### src/core/nmc_pkg.sv
// shared constants, types and helpers for the control network node messaging block
package nmc_pkg;
  // ---------------------------------------------------------------
  // packet header layout
  // ---------------------------------------------------------------
  localparam int HDR_PRIO     = 15;
  localparam int HDR_DST_HI   = 14;
  localparam int HDR_DST_LO   = 10;
  localparam int HDR_SRC_HI   = 9;
  localparam int HDR_SRC_LO   = 5;
  localparam int HDR_RTR      = 4;
  localparam logic [3:0] LEN_ADDR_ONLY = 4'h4;
  localparam logic [3:0] LEN_WITH_DATA = 4'h8;
  // ---------------------------------------------------------------
  // object address layout
  // ---------------------------------------------------------------
  localparam int ADR_RPRIO    = 31;
  localparam int ADR_TYPE_HI  = 30;
  localparam int ADR_TYPE_LO  = 28;
  localparam int ADR_CLU_HI   = 27;
  localparam int ADR_CLU_LO   = 22;
  localparam int ADR_MOD_HI   = 21;
  localparam int ADR_MOD_LO   = 16;
  localparam int ADR_NODE_HI  = 15;
  localparam int ADR_NODE_LO  = 10;
  localparam logic [5:0] ID_BROADCAST = 6'h3E;
  // message type codes
  localparam logic [2:0] MT_READ   = 3'h0;
  localparam logic [2:0] MT_WRITE  = 3'h1;
  localparam logic [2:0] MT_SIGNAL = 3'h2;
  localparam logic [2:0] MT_DATA   = 3'h3;
  localparam logic [2:0] MT_ACK    = 3'h4;
  localparam logic [2:0] MT_NOT_ACKNOWLEDGE_PACKET   = 3'h5;
  // ---------------------------------------------------------------
  // register map, word offsets on the plain register port
  // ---------------------------------------------------------------
  localparam logic [2:0] REG_CTRL   = 3'h0;
  localparam logic [2:0] REG_LIMITS = 3'h1;
  localparam logic [2:0] REG_TOUT   = 3'h2;
  localparam logic [2:0] REG_FMASK  = 3'h3;
  localparam logic [2:0] REG_FMATCH = 3'h4;
  localparam logic [2:0] REG_STATUS = 3'h5;
  // control and status fields
  localparam int CTL_EN      = 0;
  localparam int CTL_MASTER  = 1;
  localparam int CTL_GRANT   = 2;
  localparam int CTL_OWN_LO  = 3;
  localparam int CTL_MC_LO   = 8;
  localparam int CTL_CLU_LO  = 13;
  localparam int CTL_MOD_LO  = 19;
  localparam int CTL_WIDTH   = 25;
  localparam int STS_WARN    = 16;
  localparam int STS_BOFF    = 17;
  localparam int STS_BUF_LO  = 18;
  // reset values
  localparam logic [24:0] CTRL_RST   = 25'h0;
  localparam logic [15:0] LIMITS_RST = 16'hFF60;
  localparam logic [23:0] TOUT_RST   = 24'h009C40;
  // completion codes
  localparam logic [1:0] DONE_ACK     = 2'h0;
  localparam logic [1:0] DONE_NOT_ACKNOWLEDGE_PACKET    = 2'h1;
  localparam logic [1:0] DONE_TIMEOUT = 2'h2;
  localparam logic [1:0] DONE_REFUSED = 2'h3;
  // transaction states, gray along idle, load, wait
  typedef enum logic [1:0] {
    NMC_IDLE = 2'b00,
    NMC_LOAD = 2'b01,
    NMC_WAIT = 2'b11
  } nmc_state_type;
  // build a header with the fixed request bit set
  function automatic logic [15:0] nmc_make_hdr(input logic prio, input logic [4:0] dst,
                                               input logic [4:0] src, input logic data);
    nmc_make_hdr = {prio, dst, src, 1'b1, (data ? LEN_WITH_DATA : LEN_ADDR_ONLY)};
  endfunction
  // saturating error counter step
  function automatic logic [7:0] nmc_sat_inc(input logic [7:0] v, input logic inc);
    nmc_sat_inc = (inc && v != 8'hFF) ? v + 8'h01 : v;
  endfunction
endpackage

### src/core/nmc_node.sv
// message level engine of one node on the hierarchical control network
//
// The address-and-strobe port and the register addresses were decided locally.
`timescale 1ns/100ps
`default_nettype none
// Summary of operation
// - packets are header, object address, optional data word; ten bytes at most.
// - header names source and destination on the same local segment.
// - address word carries absolute target plus operation type.
// - off-segment targets are sent to the own module controller.
// - only masters, or slaves with the grant bit set, read or write; read and write requests from other slaves are refused.
// - master nodes take all segment traffic and select it by acceptance filter.
// - slave nodes take only packets addressed to their own node id.
// - header priority bit arbitrates the segment, zero is high.
// - arriving high priority packet may overwrite a held low priority one.
// - a correctly interpreted packet is answered with an acknowledge.
// - a bad message is answered with a not-acknowledge packet.
// - sender times each exchange; expiry without answer marks it failed.
// - both buffers full: drop packet unanswered and interrupt the processor.
// - separate receive and transmit error counters.
// - warning and bus-off limits are loaded before counting is evaluated.
// - counter at warning limit sets error flag and interrupts, operation continues.
// - counter at bus-off limit stops the node permanently.
// - missing acknowledges never push the node into bus-off.
// - header bit fields: priority, destination, source, request bit, length.
// - address bit fields: routing priority, type, cluster, module, node, object.
module nmc_node (
  input  wire logic        clk_i,
  input  wire logic        nrst_i,
  input  wire logic [2:0]  reg_addr_i,
  input  wire logic [31:0] reg_wdata_i,
  input  wire logic        reg_wr_i,
  input  wire logic        reg_rd_i,
  output logic      [31:0] reg_rdata_o,
  input  wire logic        rx_valid_i,
  input  wire logic [15:0] rx_hdr_i,
  input  wire logic [31:0] rx_addr_i,
  input  wire logic [31:0] rx_data_i,
  input  wire logic        rx_err_i,
  output logic             tx_valid_o,
  output logic      [15:0] tx_hdr_o,
  output logic      [31:0] tx_addr_o,
  output logic      [31:0] tx_data_o,
  input  wire logic        tx_ready_i,
  input  wire logic        tx_err_i,
  input  wire logic        req_valid_i,
  output logic             req_ready_o,
  input  wire logic        req_prio_i,
  input  wire logic        req_rprio_i,
  input  wire logic [2:0]  req_type_i,
  input  wire logic [27:0] req_obj_i,
  input  wire logic        req_has_data_i,
  input  wire logic [31:0] req_data_i,
  output logic             done_o,
  output logic      [1:0]  done_code_o,
  output logic      [31:0] done_data_o,
  output logic             buf_valid_o,
  output logic      [15:0] buf_hdr_o,
  output logic      [31:0] buf_addr_o,
  output logic      [31:0] buf_data_o,
  output logic             buf_pop_ready_o,
  input  wire logic        buf_pop_i,
  input  wire logic        buf_bad_i,
  output logic             overrun_o,
  output logic             err_warn_o,
  output logic             bus_off_o
);
  // ---------------------------------------------------------------
  // state
  // ---------------------------------------------------------------
  typedef struct packed {
    nmc_pkg::nmc_state_type st;
    logic                   ov;
    logic [15:0]            ohdr;
    logic [31:0]            oaddr;
    logic [31:0]            odata;
    logic                   rp;
    logic [15:0]            rhdr;
    logic [31:0]            raddr;
    logic [15:0]            qhdr;
    logic [31:0]            qaddr;
    logic [31:0]            qdata;
    logic [23:0]            tmr;
    logic [1:0]             bvld;
    logic [1:0][15:0]       bhdr;
    logic [1:0][31:0]       baddr;
    logic [1:0][31:0]       bdata;
    logic [31:0]            rdata;
    logic [24:0]            ctrl;
    logic [15:0]            lim;
    logic [23:0]            tout;
    logic [31:0]            fmask;
    logic [31:0]            fmatch;
    logic [7:0]             rxc;
    logic [7:0]             txc;
    logic                   warn;
    logic                   boff;
    logic                   dn;
    logic [1:0]             dcode;
    logic [31:0]            ddata;
    logic                   ovr;
  } nmc_regs_type;

  nmc_regs_type r;
  nmc_regs_type next_r;

  // ---------------------------------------------------------------
  // decoded views
  // ---------------------------------------------------------------
  logic       en;
  logic       master;
  logic       grant;
  logic [4:0] own_id;
  logic [4:0] mc_id;
  logic [5:0] own_clu;
  logic [5:0] own_mod;
  logic       live;
  logic       rx_ok;
  logic       for_me;
  logic       is_resp;
  logic       filt_hit;
  logic       accept;
  logic       resp_hit;
  logic       req_fire;
  logic       req_rw;
  logic       pop_fire;
  logic       high_in;
  logic [1:0] bcnt;

  assign en       = r.ctrl[nmc_pkg::CTL_EN];
  assign master   = r.ctrl[nmc_pkg::CTL_MASTER];
  assign grant    = r.ctrl[nmc_pkg::CTL_GRANT];
  assign own_id   = r.ctrl[nmc_pkg::CTL_OWN_LO +: 5];
  assign mc_id    = r.ctrl[nmc_pkg::CTL_MC_LO +: 5];
  assign own_clu  = r.ctrl[nmc_pkg::CTL_CLU_LO +: 6];
  assign own_mod  = r.ctrl[nmc_pkg::CTL_MOD_LO +: 6];
  // no traffic before the limits are in, nor after bus-off
  assign live     = en && !r.boff;
  // malformed packets count as receive errors
  assign rx_ok    = rx_hdr_i[nmc_pkg::HDR_RTR] &&
                    (rx_hdr_i[3:0] == nmc_pkg::LEN_ADDR_ONLY ||
                     rx_hdr_i[3:0] == nmc_pkg::LEN_WITH_DATA);
  assign for_me   = rx_hdr_i[nmc_pkg::HDR_DST_HI:nmc_pkg::HDR_DST_LO] == own_id;
  assign is_resp  = rx_addr_i[nmc_pkg::ADR_TYPE_HI:nmc_pkg::ADR_TYPE_LO] == nmc_pkg::MT_ACK ||
                    rx_addr_i[nmc_pkg::ADR_TYPE_HI:nmc_pkg::ADR_TYPE_LO] == nmc_pkg::MT_NOT_ACKNOWLEDGE_PACKET;
  // broadcast node id always passes the filter
  assign filt_hit = (((rx_addr_i ^ r.fmatch) & r.fmask) == 32'h0) ||
                    rx_addr_i[nmc_pkg::ADR_NODE_HI:nmc_pkg::ADR_NODE_LO] ==
                    nmc_pkg::ID_BROADCAST;
  assign accept   = master ? (for_me || filt_hit) : for_me;
  // an answer closes the exchange only from the node and object we asked
  assign resp_hit = r.st == nmc_pkg::NMC_WAIT && for_me &&
                    rx_hdr_i[nmc_pkg::HDR_SRC_HI:nmc_pkg::HDR_SRC_LO] ==
                    r.qhdr[nmc_pkg::HDR_DST_HI:nmc_pkg::HDR_DST_LO] &&
                    rx_addr_i[27:0] == r.qaddr[27:0];
  assign req_fire = req_valid_i && req_ready_o;
  assign req_rw   = req_type_i == nmc_pkg::MT_READ || req_type_i == nmc_pkg::MT_WRITE;
  assign pop_fire = buf_pop_i && buf_pop_ready_o && r.bvld[0];
  assign high_in  = !rx_hdr_i[nmc_pkg::HDR_PRIO];
  assign bcnt     = {1'b0, r.bvld[0]} + {1'b0, r.bvld[1]};

  // ---------------------------------------------------------------
  // next state
  // ---------------------------------------------------------------
  always_comb begin
    next_r     = r;
    next_r.dn  = 1'b0;
    next_r.ovr = 1'b0;
    // register port: writes take effect next edge, reads answer next cycle
    next_r.rdata = 32'h0;
    if (reg_wr_i) begin
      case (reg_addr_i)
        nmc_pkg::REG_CTRL:   next_r.ctrl   = reg_wdata_i[nmc_pkg::CTL_WIDTH-1:0];
        nmc_pkg::REG_LIMITS: next_r.lim    = reg_wdata_i[15:0];
        nmc_pkg::REG_TOUT:   next_r.tout   = reg_wdata_i[23:0];
        nmc_pkg::REG_FMASK:  next_r.fmask  = reg_wdata_i;
        nmc_pkg::REG_FMATCH: next_r.fmatch = reg_wdata_i;
        nmc_pkg::REG_STATUS: begin
          if (reg_wdata_i[nmc_pkg::STS_WARN]) begin
            next_r.warn = 1'b0;
          end
        end
        default: ;
      endcase
    end
    if (reg_rd_i) begin
      case (reg_addr_i)
        nmc_pkg::REG_CTRL:   next_r.rdata = {7'h0, r.ctrl};
        nmc_pkg::REG_LIMITS: next_r.rdata = {16'h0, r.lim};
        nmc_pkg::REG_TOUT:   next_r.rdata = {8'h0, r.tout};
        nmc_pkg::REG_FMASK:  next_r.rdata = r.fmask;
        nmc_pkg::REG_FMATCH: next_r.rdata = r.fmatch;
        nmc_pkg::REG_STATUS: next_r.rdata = {12'h0, bcnt, r.boff, r.warn, r.txc, r.rxc};
        default:             next_r.rdata = 32'h0;
      endcase
    end
    // separate counters, saturating rather than wrapping
    next_r.rxc = nmc_sat_inc_rx();
    next_r.txc = nmc_pkg::nmc_sat_inc(r.txc, tx_err_i && live);
    // outgoing slot: a sent packet frees it, replies go before requests
    if (r.ov && tx_ready_i && !r.boff) begin
      next_r.ov = 1'b0;
    end
    if (!next_r.ov && live) begin
      if (r.rp) begin
        next_r.ov    = 1'b1;
        next_r.ohdr  = r.rhdr;
        next_r.oaddr = r.raddr;
        next_r.odata = 32'h0;
        next_r.rp    = 1'b0;
      end else if (r.st == nmc_pkg::NMC_LOAD) begin
        next_r.ov    = 1'b1;
        next_r.ohdr  = r.qhdr;
        next_r.oaddr = r.qaddr;
        next_r.odata = r.qdata;
        next_r.st    = nmc_pkg::NMC_WAIT;
        // a zero count still waits one cycle
        next_r.tmr   = (r.tout == 24'h0) ? 24'h000001 : r.tout;
      end
    end
    // a timed-out exchange is reported, not counted as an error
    if (r.st == nmc_pkg::NMC_WAIT) begin
      if (r.tmr <= 24'h000001) begin
        next_r.st    = nmc_pkg::NMC_IDLE;
        next_r.dn    = 1'b1;
        next_r.dcode = nmc_pkg::DONE_TIMEOUT;
        next_r.ddata = 32'h0;
      end else begin
        next_r.tmr = r.tmr - 24'h000001;
      end
    end
    // new request from the processor
    if (req_fire) begin
      if (!master && !grant && req_rw) begin
        next_r.dn    = 1'b1;
        next_r.dcode = nmc_pkg::DONE_REFUSED;
        next_r.ddata = 32'h0;
      end else begin
        // off-segment targets go via the module controller
        next_r.qhdr  = nmc_pkg::nmc_make_hdr(req_prio_i,
                         (req_obj_i[nmc_pkg::ADR_CLU_HI:nmc_pkg::ADR_CLU_LO] != own_clu ||
                          req_obj_i[nmc_pkg::ADR_MOD_HI:nmc_pkg::ADR_MOD_LO] != own_mod) ?
                         mc_id : req_obj_i[nmc_pkg::ADR_NODE_LO +: 5],
                         own_id, req_has_data_i);
        next_r.qaddr = {req_rprio_i, req_type_i, req_obj_i};
        next_r.qdata = req_has_data_i ? req_data_i : 32'h0;
        next_r.st    = nmc_pkg::NMC_LOAD;
      end
    end
    // processor releases the oldest buffer with its verdict
    if (pop_fire) begin
      next_r.rp    = 1'b1;
      next_r.rhdr  = nmc_pkg::nmc_make_hdr(1'b0,
                       r.bhdr[0][nmc_pkg::HDR_SRC_HI:nmc_pkg::HDR_SRC_LO], own_id, 1'b0);
      next_r.raddr = {1'b0, buf_bad_i ? nmc_pkg::MT_NOT_ACKNOWLEDGE_PACKET : nmc_pkg::MT_ACK,
                      r.baddr[0][27:0]};
      next_r.bvld  = {1'b0, r.bvld[1]};
      next_r.bhdr[0]  = r.bhdr[1];
      next_r.baddr[0] = r.baddr[1];
      next_r.bdata[0] = r.bdata[1];
    end
    // receive side
    if (rx_valid_i && live && rx_ok) begin
      if (is_resp) begin
        if (resp_hit) begin
          next_r.st    = nmc_pkg::NMC_IDLE;
          next_r.dn    = 1'b1;
          next_r.dcode = (rx_addr_i[nmc_pkg::ADR_TYPE_HI:nmc_pkg::ADR_TYPE_LO] ==
                          nmc_pkg::MT_ACK) ? nmc_pkg::DONE_ACK : nmc_pkg::DONE_NOT_ACKNOWLEDGE_PACKET;
          next_r.ddata = (rx_hdr_i[3:0] == nmc_pkg::LEN_WITH_DATA) ? rx_data_i : 32'h0;
        end
      end else if (accept) begin
        if (!next_r.bvld[0]) begin
          next_r.bvld[0]  = 1'b1;
          next_r.bhdr[0]  = rx_hdr_i;
          next_r.baddr[0] = rx_addr_i;
          next_r.bdata[0] = rx_data_i;
        end else if (!next_r.bvld[1]) begin
          next_r.bvld[1]  = 1'b1;
          next_r.bhdr[1]  = rx_hdr_i;
          next_r.baddr[1] = rx_addr_i;
          next_r.bdata[1] = rx_data_i;
        end else if (high_in && r.bhdr[1][nmc_pkg::HDR_PRIO]) begin
          // the held low priority packet is lost without an answer
          next_r.bhdr[1]  = rx_hdr_i;
          next_r.baddr[1] = rx_addr_i;
          next_r.bdata[1] = rx_data_i;
        end else if (high_in && r.bhdr[0][nmc_pkg::HDR_PRIO]) begin
          next_r.bhdr[0]  = rx_hdr_i;
          next_r.baddr[0] = rx_addr_i;
          next_r.bdata[0] = rx_data_i;
        end else begin
          // dropped unanswered; the sender sees its own timeout
          next_r.ovr = 1'b1;
        end
      end
    end
    // limits only judged once the node is enabled
    if (en) begin
      if (next_r.rxc >= r.lim[7:0] || next_r.txc >= r.lim[7:0]) begin
        next_r.warn = 1'b1;
      end
      if (next_r.rxc >= r.lim[15:8] || next_r.txc >= r.lim[15:8]) begin
        next_r.boff = 1'b1;
      end
    end
    // bus-off is left only through reset
    if (r.boff) begin
      next_r.boff = 1'b1;
      next_r.ov   = 1'b0;
      next_r.rp   = 1'b0;
    end
  end

  // receive error step: line errors and malformed packets
  function automatic logic [7:0] nmc_sat_inc_rx();
    nmc_sat_inc_rx = nmc_pkg::nmc_sat_inc(r.rxc,
                       live && (rx_err_i || (rx_valid_i && !rx_ok)));
  endfunction

  // ---------------------------------------------------------------
  // state register
  // ---------------------------------------------------------------
  always_ff @(posedge clk_i or negedge nrst_i) begin
    if (!nrst_i) begin
      r        <= '0;
      r.st     <= nmc_pkg::NMC_IDLE;
      r.ctrl   <= nmc_pkg::CTRL_RST;
      r.lim    <= nmc_pkg::LIMITS_RST;
      r.tout   <= nmc_pkg::TOUT_RST;
    end else begin
      r <= next_r;
    end
  end

  // ---------------------------------------------------------------
  // outputs
  // ---------------------------------------------------------------
  assign reg_rdata_o     = r.rdata;
  assign tx_valid_o      = r.ov && !r.boff;
  assign tx_hdr_o        = r.ohdr;
  assign tx_addr_o       = r.oaddr;
  assign tx_data_o       = r.odata;
  assign req_ready_o     = r.st == nmc_pkg::NMC_IDLE && live;
  assign done_o          = r.dn;
  assign done_code_o     = r.dcode;
  assign done_data_o     = r.ddata;
  assign buf_valid_o     = r.bvld[0];
  assign buf_hdr_o       = r.bhdr[0];
  assign buf_addr_o      = r.baddr[0];
  assign buf_data_o      = r.bdata[0];
  // one reply slot: the next pop waits until the reply is queued
  assign buf_pop_ready_o = !r.rp;
  assign overrun_o       = r.ovr;
  assign err_warn_o      = r.warn;
  assign bus_off_o       = r.boff;
endmodule
`default_nettype wire

### config.mk
export PLATFORM = sky130hd
export DESIGN_NAME = nmc_node
export DESIGN_NICKNAME = d
export VERILOG_FILES = /design/src/core/nmc_pkg.sv /design/src/core/nmc_node.sv
export SDC_FILE = /design/constraint.sdc
export NUM_CORES = 1
export LEC_CHECK = 0
export BUFFER_PORTS_ARGS = -buffer_cell sky130_fd_sc_hd__buf_4
export CAP_MARGIN = 25
export CORE_MARGIN = 8
export CORE_UTILIZATION = 30
export DETAILED_ROUTE_END_ITERATION = 12
export PLACE_DENSITY = 0.55
export SLEW_MARGIN = 20
export SYNTH_ARGS = -nofsm -noshare
export SYNTH_HDL_FRONTEND = slang
export SYNTH_SLANG_ARGS = --single-unit
### constraint.sdc
create_clock -name clk_i -period 3.4 [get_ports clk_i]
set_input_delay 0.51 -clock clk_i [delete_from_list [all_inputs] [get_ports clk_i]]
set_output_delay 0.51 -clock clk_i [all_outputs]
set_load 0.02 [all_outputs]
[Yosys cells after proc, flatten, opt, wreduce, memory -nomap -nowiden]
Cells that the tools add are included.
Operators by class
  magnitude comparators: 5
  equality and inequality tests: 21
  bitwise operators: 4
  reductions and logical operators: 58
  $add $sub $neg: 4
  multiplexer cells: 81
Operator list (number)
  $mux W32: 19
  $mux W162: 3
  $mux W35: 6
  $pmux W32 S6: 1
  $mux W24: 6
  $mux W16: 8
  $mux W84: 1
  $mux W83: 1
  $mux W81: 1
  $mux W49: 1
  $mux W36: 1
  $and A32 B32 Y32: 1
  $ge A8 B8 Y1: 4
  $logic_not A32 Y1: 1
  $xor A32 B32 Y32: 1
  $eq A28 B28 Y1: 1
  $le A24 B1 Y1 const B: 1
  $logic_and A1 B1 Y1: 24
  $logic_not A24 Y1: 1
  $sub A24 B1 Y24 const B: 1
  $mux W2: 10
  $mux W1: 19
  $add A8 B1 Y8 const B: 2
  $mux W8: 2
  other kinds (24): 57
Word-level totals
  input port bits: 192
  output and inout bits: 234
  register bits after elaboration: 608
  logic and storage cells: 206

[Logic depth before layout (Yosys ltp)]
  depth after elaboration: 14
  depth in mapped cells: 14
  mapped depth without buffers: 14

[Worst setup path after synthesis]
Ideal clock, no wire load.
  path kind: reg-to-reg
  from: register r[46] (netlist bit)
  to: register r, in the netlist err_warn_o
  path slack: 0.022 ns
  buffers on the path: 0
  data arrival time: 3.257 ns
  period minus slack after synthesis: 3.378 ns
  cell stages (with the launch flop): 13
  library setup time: 0.121 ns
  path through: dfrtp_1 -> ha_1 -> and3_1 -> and3_1 -> a311oi_1 -> mux2_2 -> ha_1 -> a21o_1 -> a21o_1 -> a211oi_1 -> o21ai_0 -> a211o_1 -> a22o_1
RTL lines
  start, declared: RTL line nmc_node.sv:104  | nmc_regs_type r;
  start signal, assigned: RTL line nmc_node.sv:332  | r <= next_r;

==> metrics.md <==
| Metric | Value |
|---|---|
| Status | finished clean |
| DR vias/cell | 5.16 |
| Area of the multi-input gates | about 0.011 sq mm |
| Power per cell area | 559 mW/mm^2 |
| WL/cell | around 25 um |
| Initial antenna violation count | 13 |
| Nature of the critical path startpoint | flip-flop |
| RePlAce Congestion | 0.867 |
| M1 WL | between 40000 and 50000 um |
| Register bit count reported by yosys | about 600 |
| Area growth, synth to finish | 20.6% |
| Synth Cell Area | 0.0285 sq mm |
| Top sig layer | met5 |
| Post-Syn Area per Cell | between 10 and 15 sq um |
| Ys async rst share | between 90% and 100% |
| Met2 WL | roughly 45000 um |
| Setup_tns | 0 ns |
| Sequential Area | around 0.015 sq mm |
| Root Driver | clkbuf_16 |
| CTS Buf Count | between 70 and 80 |
| Worst-path clk slew | 0.06 ns |
| Leading cell types by count after synthesis | dfrtp_1, mux2_2, buf_4 |
| Skew final | ~0.041 ns |
| Final Hold Viols | 0 |
| Critical Path Max Stage Delay | 0.39 ns |
| Max-cap viol count | 0 |
| Post-detail-place hpwl | about 73000 um |
| Number of H-tree levels | 3 |
| Vias in the first global route | between 20000 and 25000 |
| First-pass GRT wire length | around 150000 um |
| Die W | ~320 um |
| Slew Viols, Final | 0 |
| Max Fclk | ~310 MHz |
| Most numerous cell in the Yosys netlist | dfrtp_1 |
| Min-delay worst type | input port to flip-flop |
| Number of synthesized flops with an enable pin | 0 |
| # nets final | roughly 2800 |
| Crit Reg-Reg Startpoint | r[46] |
| CP endpoint kind | flip-flop |
| Hold_sp | req_obj_i[1] |
| Data required time of the worst path | 3.93 ns |
| Drt drc | 0 |
| Total Wirelength | between 90000 and 100000 um |
| CP bufs+invs | 1 |
| Crit-path max FO | 6 |
| Unique masters post-synth | 73 |
| R2r setup slk | ~0.13 ns |
| Dpl cell area | between 0.03 and 0.04 sq mm |
| Syn Inst Count | roughly 2300 |
| Met3 routed WL | 8350 um |
| Final setup vio count | 0 |
| Largest net degree at the start of global routing | around 120 |
| Crit path DAT | 3.79 ns |
| Total Routing Usage GR | between 10% and 20% |
| Synth warnings | 0 |
| Share of cells above drive strength 1 | between 40% and 50% |
| 1st-iter DRT viols | 1634 |
| Layout filler cell count | approximately 9200 |
| Post-synthesis sequential area ratio | a little over half |
| Global route overflow | 0 |
| Critical path class | flip-flop to flip-flop |
| Core box area | between 0.09 and 0.1 sq mm |
| Num rows | approximately 110 |
| Max-Slew Margin vs Limit | ~31% |
| Clock latency on the worst-skew pair | approximately 0.64 ns |
| Crit path max-delay family | compound AO/OA/AOI/OAI gates |
| Hold depth | 2 |
| Critical R2R Capture | err_warn_o |
| Die area | ~0.11 sq mm |
| Die Span Y | between 300 and 400 um |
| Initial Util | a little under a third |
| Yosys top cell by area | dfrtp_1 |
| Ys flop type | dfrtp_1 |
| Vias | 20100 |
| Worst Reg-to-Reg Cells | 13 |
| # port buffers | 423 |
| Remaining antenna violation count | 0 |
| CP max stage cell | dfrtp_1 |
| First drt pass iteration count | 5 |
| Final worst-path cycle share | around 96% |
| Share of the synthesized area in the top cell type | 51.4% |
| Leak Pwr | about 16 nW |
| Sink Count | approximately 600 |
| Top post-synthesis cells by area | dfrtp_1, mux2_2, buf_4, a22oi_1, a22o_1 |
| Worst slew pin tran | roughly 1.0 ns |
| Max clock buf depth | 3 |
| Final instance area | between 0.03 and 0.04 sq mm |
| CTS tree | done |
| VDD IR max | 0.338 mV |
| Hold Path Sink | r[434] |
| Crit-path cells | ha_1 -> and3_1 -> and3_4 -> a311oi_4 -> buf_6 -> mux2_2 -> ha_1 -> a21o_1 -> a21o_1 -> a211oi_2 -> o21ai_1 -> a211o_1 -> a22o_1 |
| Number of I/O pins | about 430 |
| Clock period minus worst slack | roughly 3.3 ns |
-- worst register-to-register path, delay by kind of cell, from the launching register on --
kind / cells / cell delay [ns]
buf+inv: 1 / 0.17
fa+ha+maj: 2 / 0.49
compound gates: 7 / 1.39
simple gates: 2 / 0.39
flops: 1 / 0.39
mux: 1 / 0.35
-- worst max-delay path by stage --
stage,start,to,cells after the start,slack (ns)
after floorplan,r[46],err_warn_o,12,0.02
after global placement,rx_hdr_i[3],err_warn_o,14,-0.57
after detailed placement,rx_hdr_i[3],err_warn_o,14,-0.59
after CTS,r[46],err_warn_o,13,0.08
after global routing,r[46],err_warn_o,13,-0.00002
final,r[46],err_warn_o,13,0.13
-- flip-flops by register name, indices dropped and copies added (netlist names), 2 cells and up --
signal and flops:
buf_data_o 32, r 347, tx_data_o 32, done_code_o 2, buf_hdr_o 16, reg_rdata_o 32
done_data_o 32, buf_addr_o 32, tx_hdr_o 14, own_id 5, mc_id 5, tx_addr_o 32
own_mod 6, own_clu 6
-- logic make-up (layout without fill, tap and decap cells) --
group	after synthesis	count (layout)	synth area share [%]
other	1	4	0.0131
AND/OR/NAND/NOR	334	334	5.81
XOR/XNOR	97	97	2.98
adder cells (fa/ha/maj)	37	37	1.62
flip-flops	601	601	52.8
buffers and inverters	383	662	8.40
AO/OA/AOI/OAI	459	459	11.2
multiplexers	437	437	17.2
-- report_power, final --
| part | switching [W] | leakage [nW] | internal (W) | total [W] |
|---|---|---|---|---|
| logic | 0.00162 | 7.24 | 0.00133 | 0.00295 |
| clock network | 0.00318 | 1.22 | 0.00479 | 0.00797 |
| registers | 0.000589 | 7.99 | 0.00772 | 0.00830 |
-- cells in the final DEF (no fill, tap or decap), types with 4 or more instances in the layout --
cell type,instances
a311oi_1,5
clkbuf_16,75
buf_4,486
and3_1,4
nand3_1,15
nand2b_1,9
nor2_1,63
a221oi_1,5
a21o_1,9
clkbuf_8,20
clkinv_2,10
nor2b_1,10
o211ai_1,7
dfstp_2,15
a22oi_1,164
o21ai_0,114
mux2_2,405
nand4_1,19
buf_12,15
xnor2_1,34
or3_1,4
a21oi_1,31
bufinv_16,4
nor4_1,13
a211oi_1,4
ha_1,37
mux2i_1,13
and2_1,5
nor3_1,18
a22o_1,70
a31oi_1,19
inv_1,32
and4b_1,4
mux2_1,19
nor2_4,4
clkbuf_1,10
dfrtp_1,586
xor2_1,62
nand2_1,133
-- layout make-up --
type / instances / share of cell area, %
Tap cell: 1265 / 4.60
Clock inverter: 21 / 0.786
Clock buffer: 105 / 6.37
Antenna cell: 2 / 0.0146
Timing Repair Buffer: 504 / 11.6
Sequential cell: 601 / 43.8
Inverter: 32 / 0.349
Multi-Input combinational cell: 1366 / 32.5
-- per-stage QoR --
stage               worst slack, ns  std cells  total power, W  hold WS [ns]  utilization (%)
floorplan                    0.0219       2350         0.00985         0.214                -
global placement             -0.567       3765          0.0112         0.451             33.7
detailed placement           -0.588       3765          0.0113         0.449             33.7
CTS                          0.0762       3892          0.0194        0.0672             36.3
global route             -0.0000160       3895          0.0201        0.0868             36.4
finish                        0.134       3896          0.0192         0.118             36.4
-- timing repair --
| action | in CTS | in global routing |
|---|---|---|
| gates cloned | 0 | 0 |
| endpoints found under the setup margin | 2 | 1 |
| gates resized for setup | 2 | 5 |
| pin swaps | 1 | 1 |
| hold buffers | 1 | 0 |
| buffers inserted | 0 | 2 |
| endpoints found under the hold margin | 28 | 0 |
-- per-layer routing --
layer / GRT usage [%] / up-vias
met5: 0 / -
met4: 5.15 / 8
met3: 4.82 / 146
met2: 28.1 / 838
met1: 24.9 / 10400
li1: - / 8708
No activity file was read; power rests on OpenSTA's default activity.
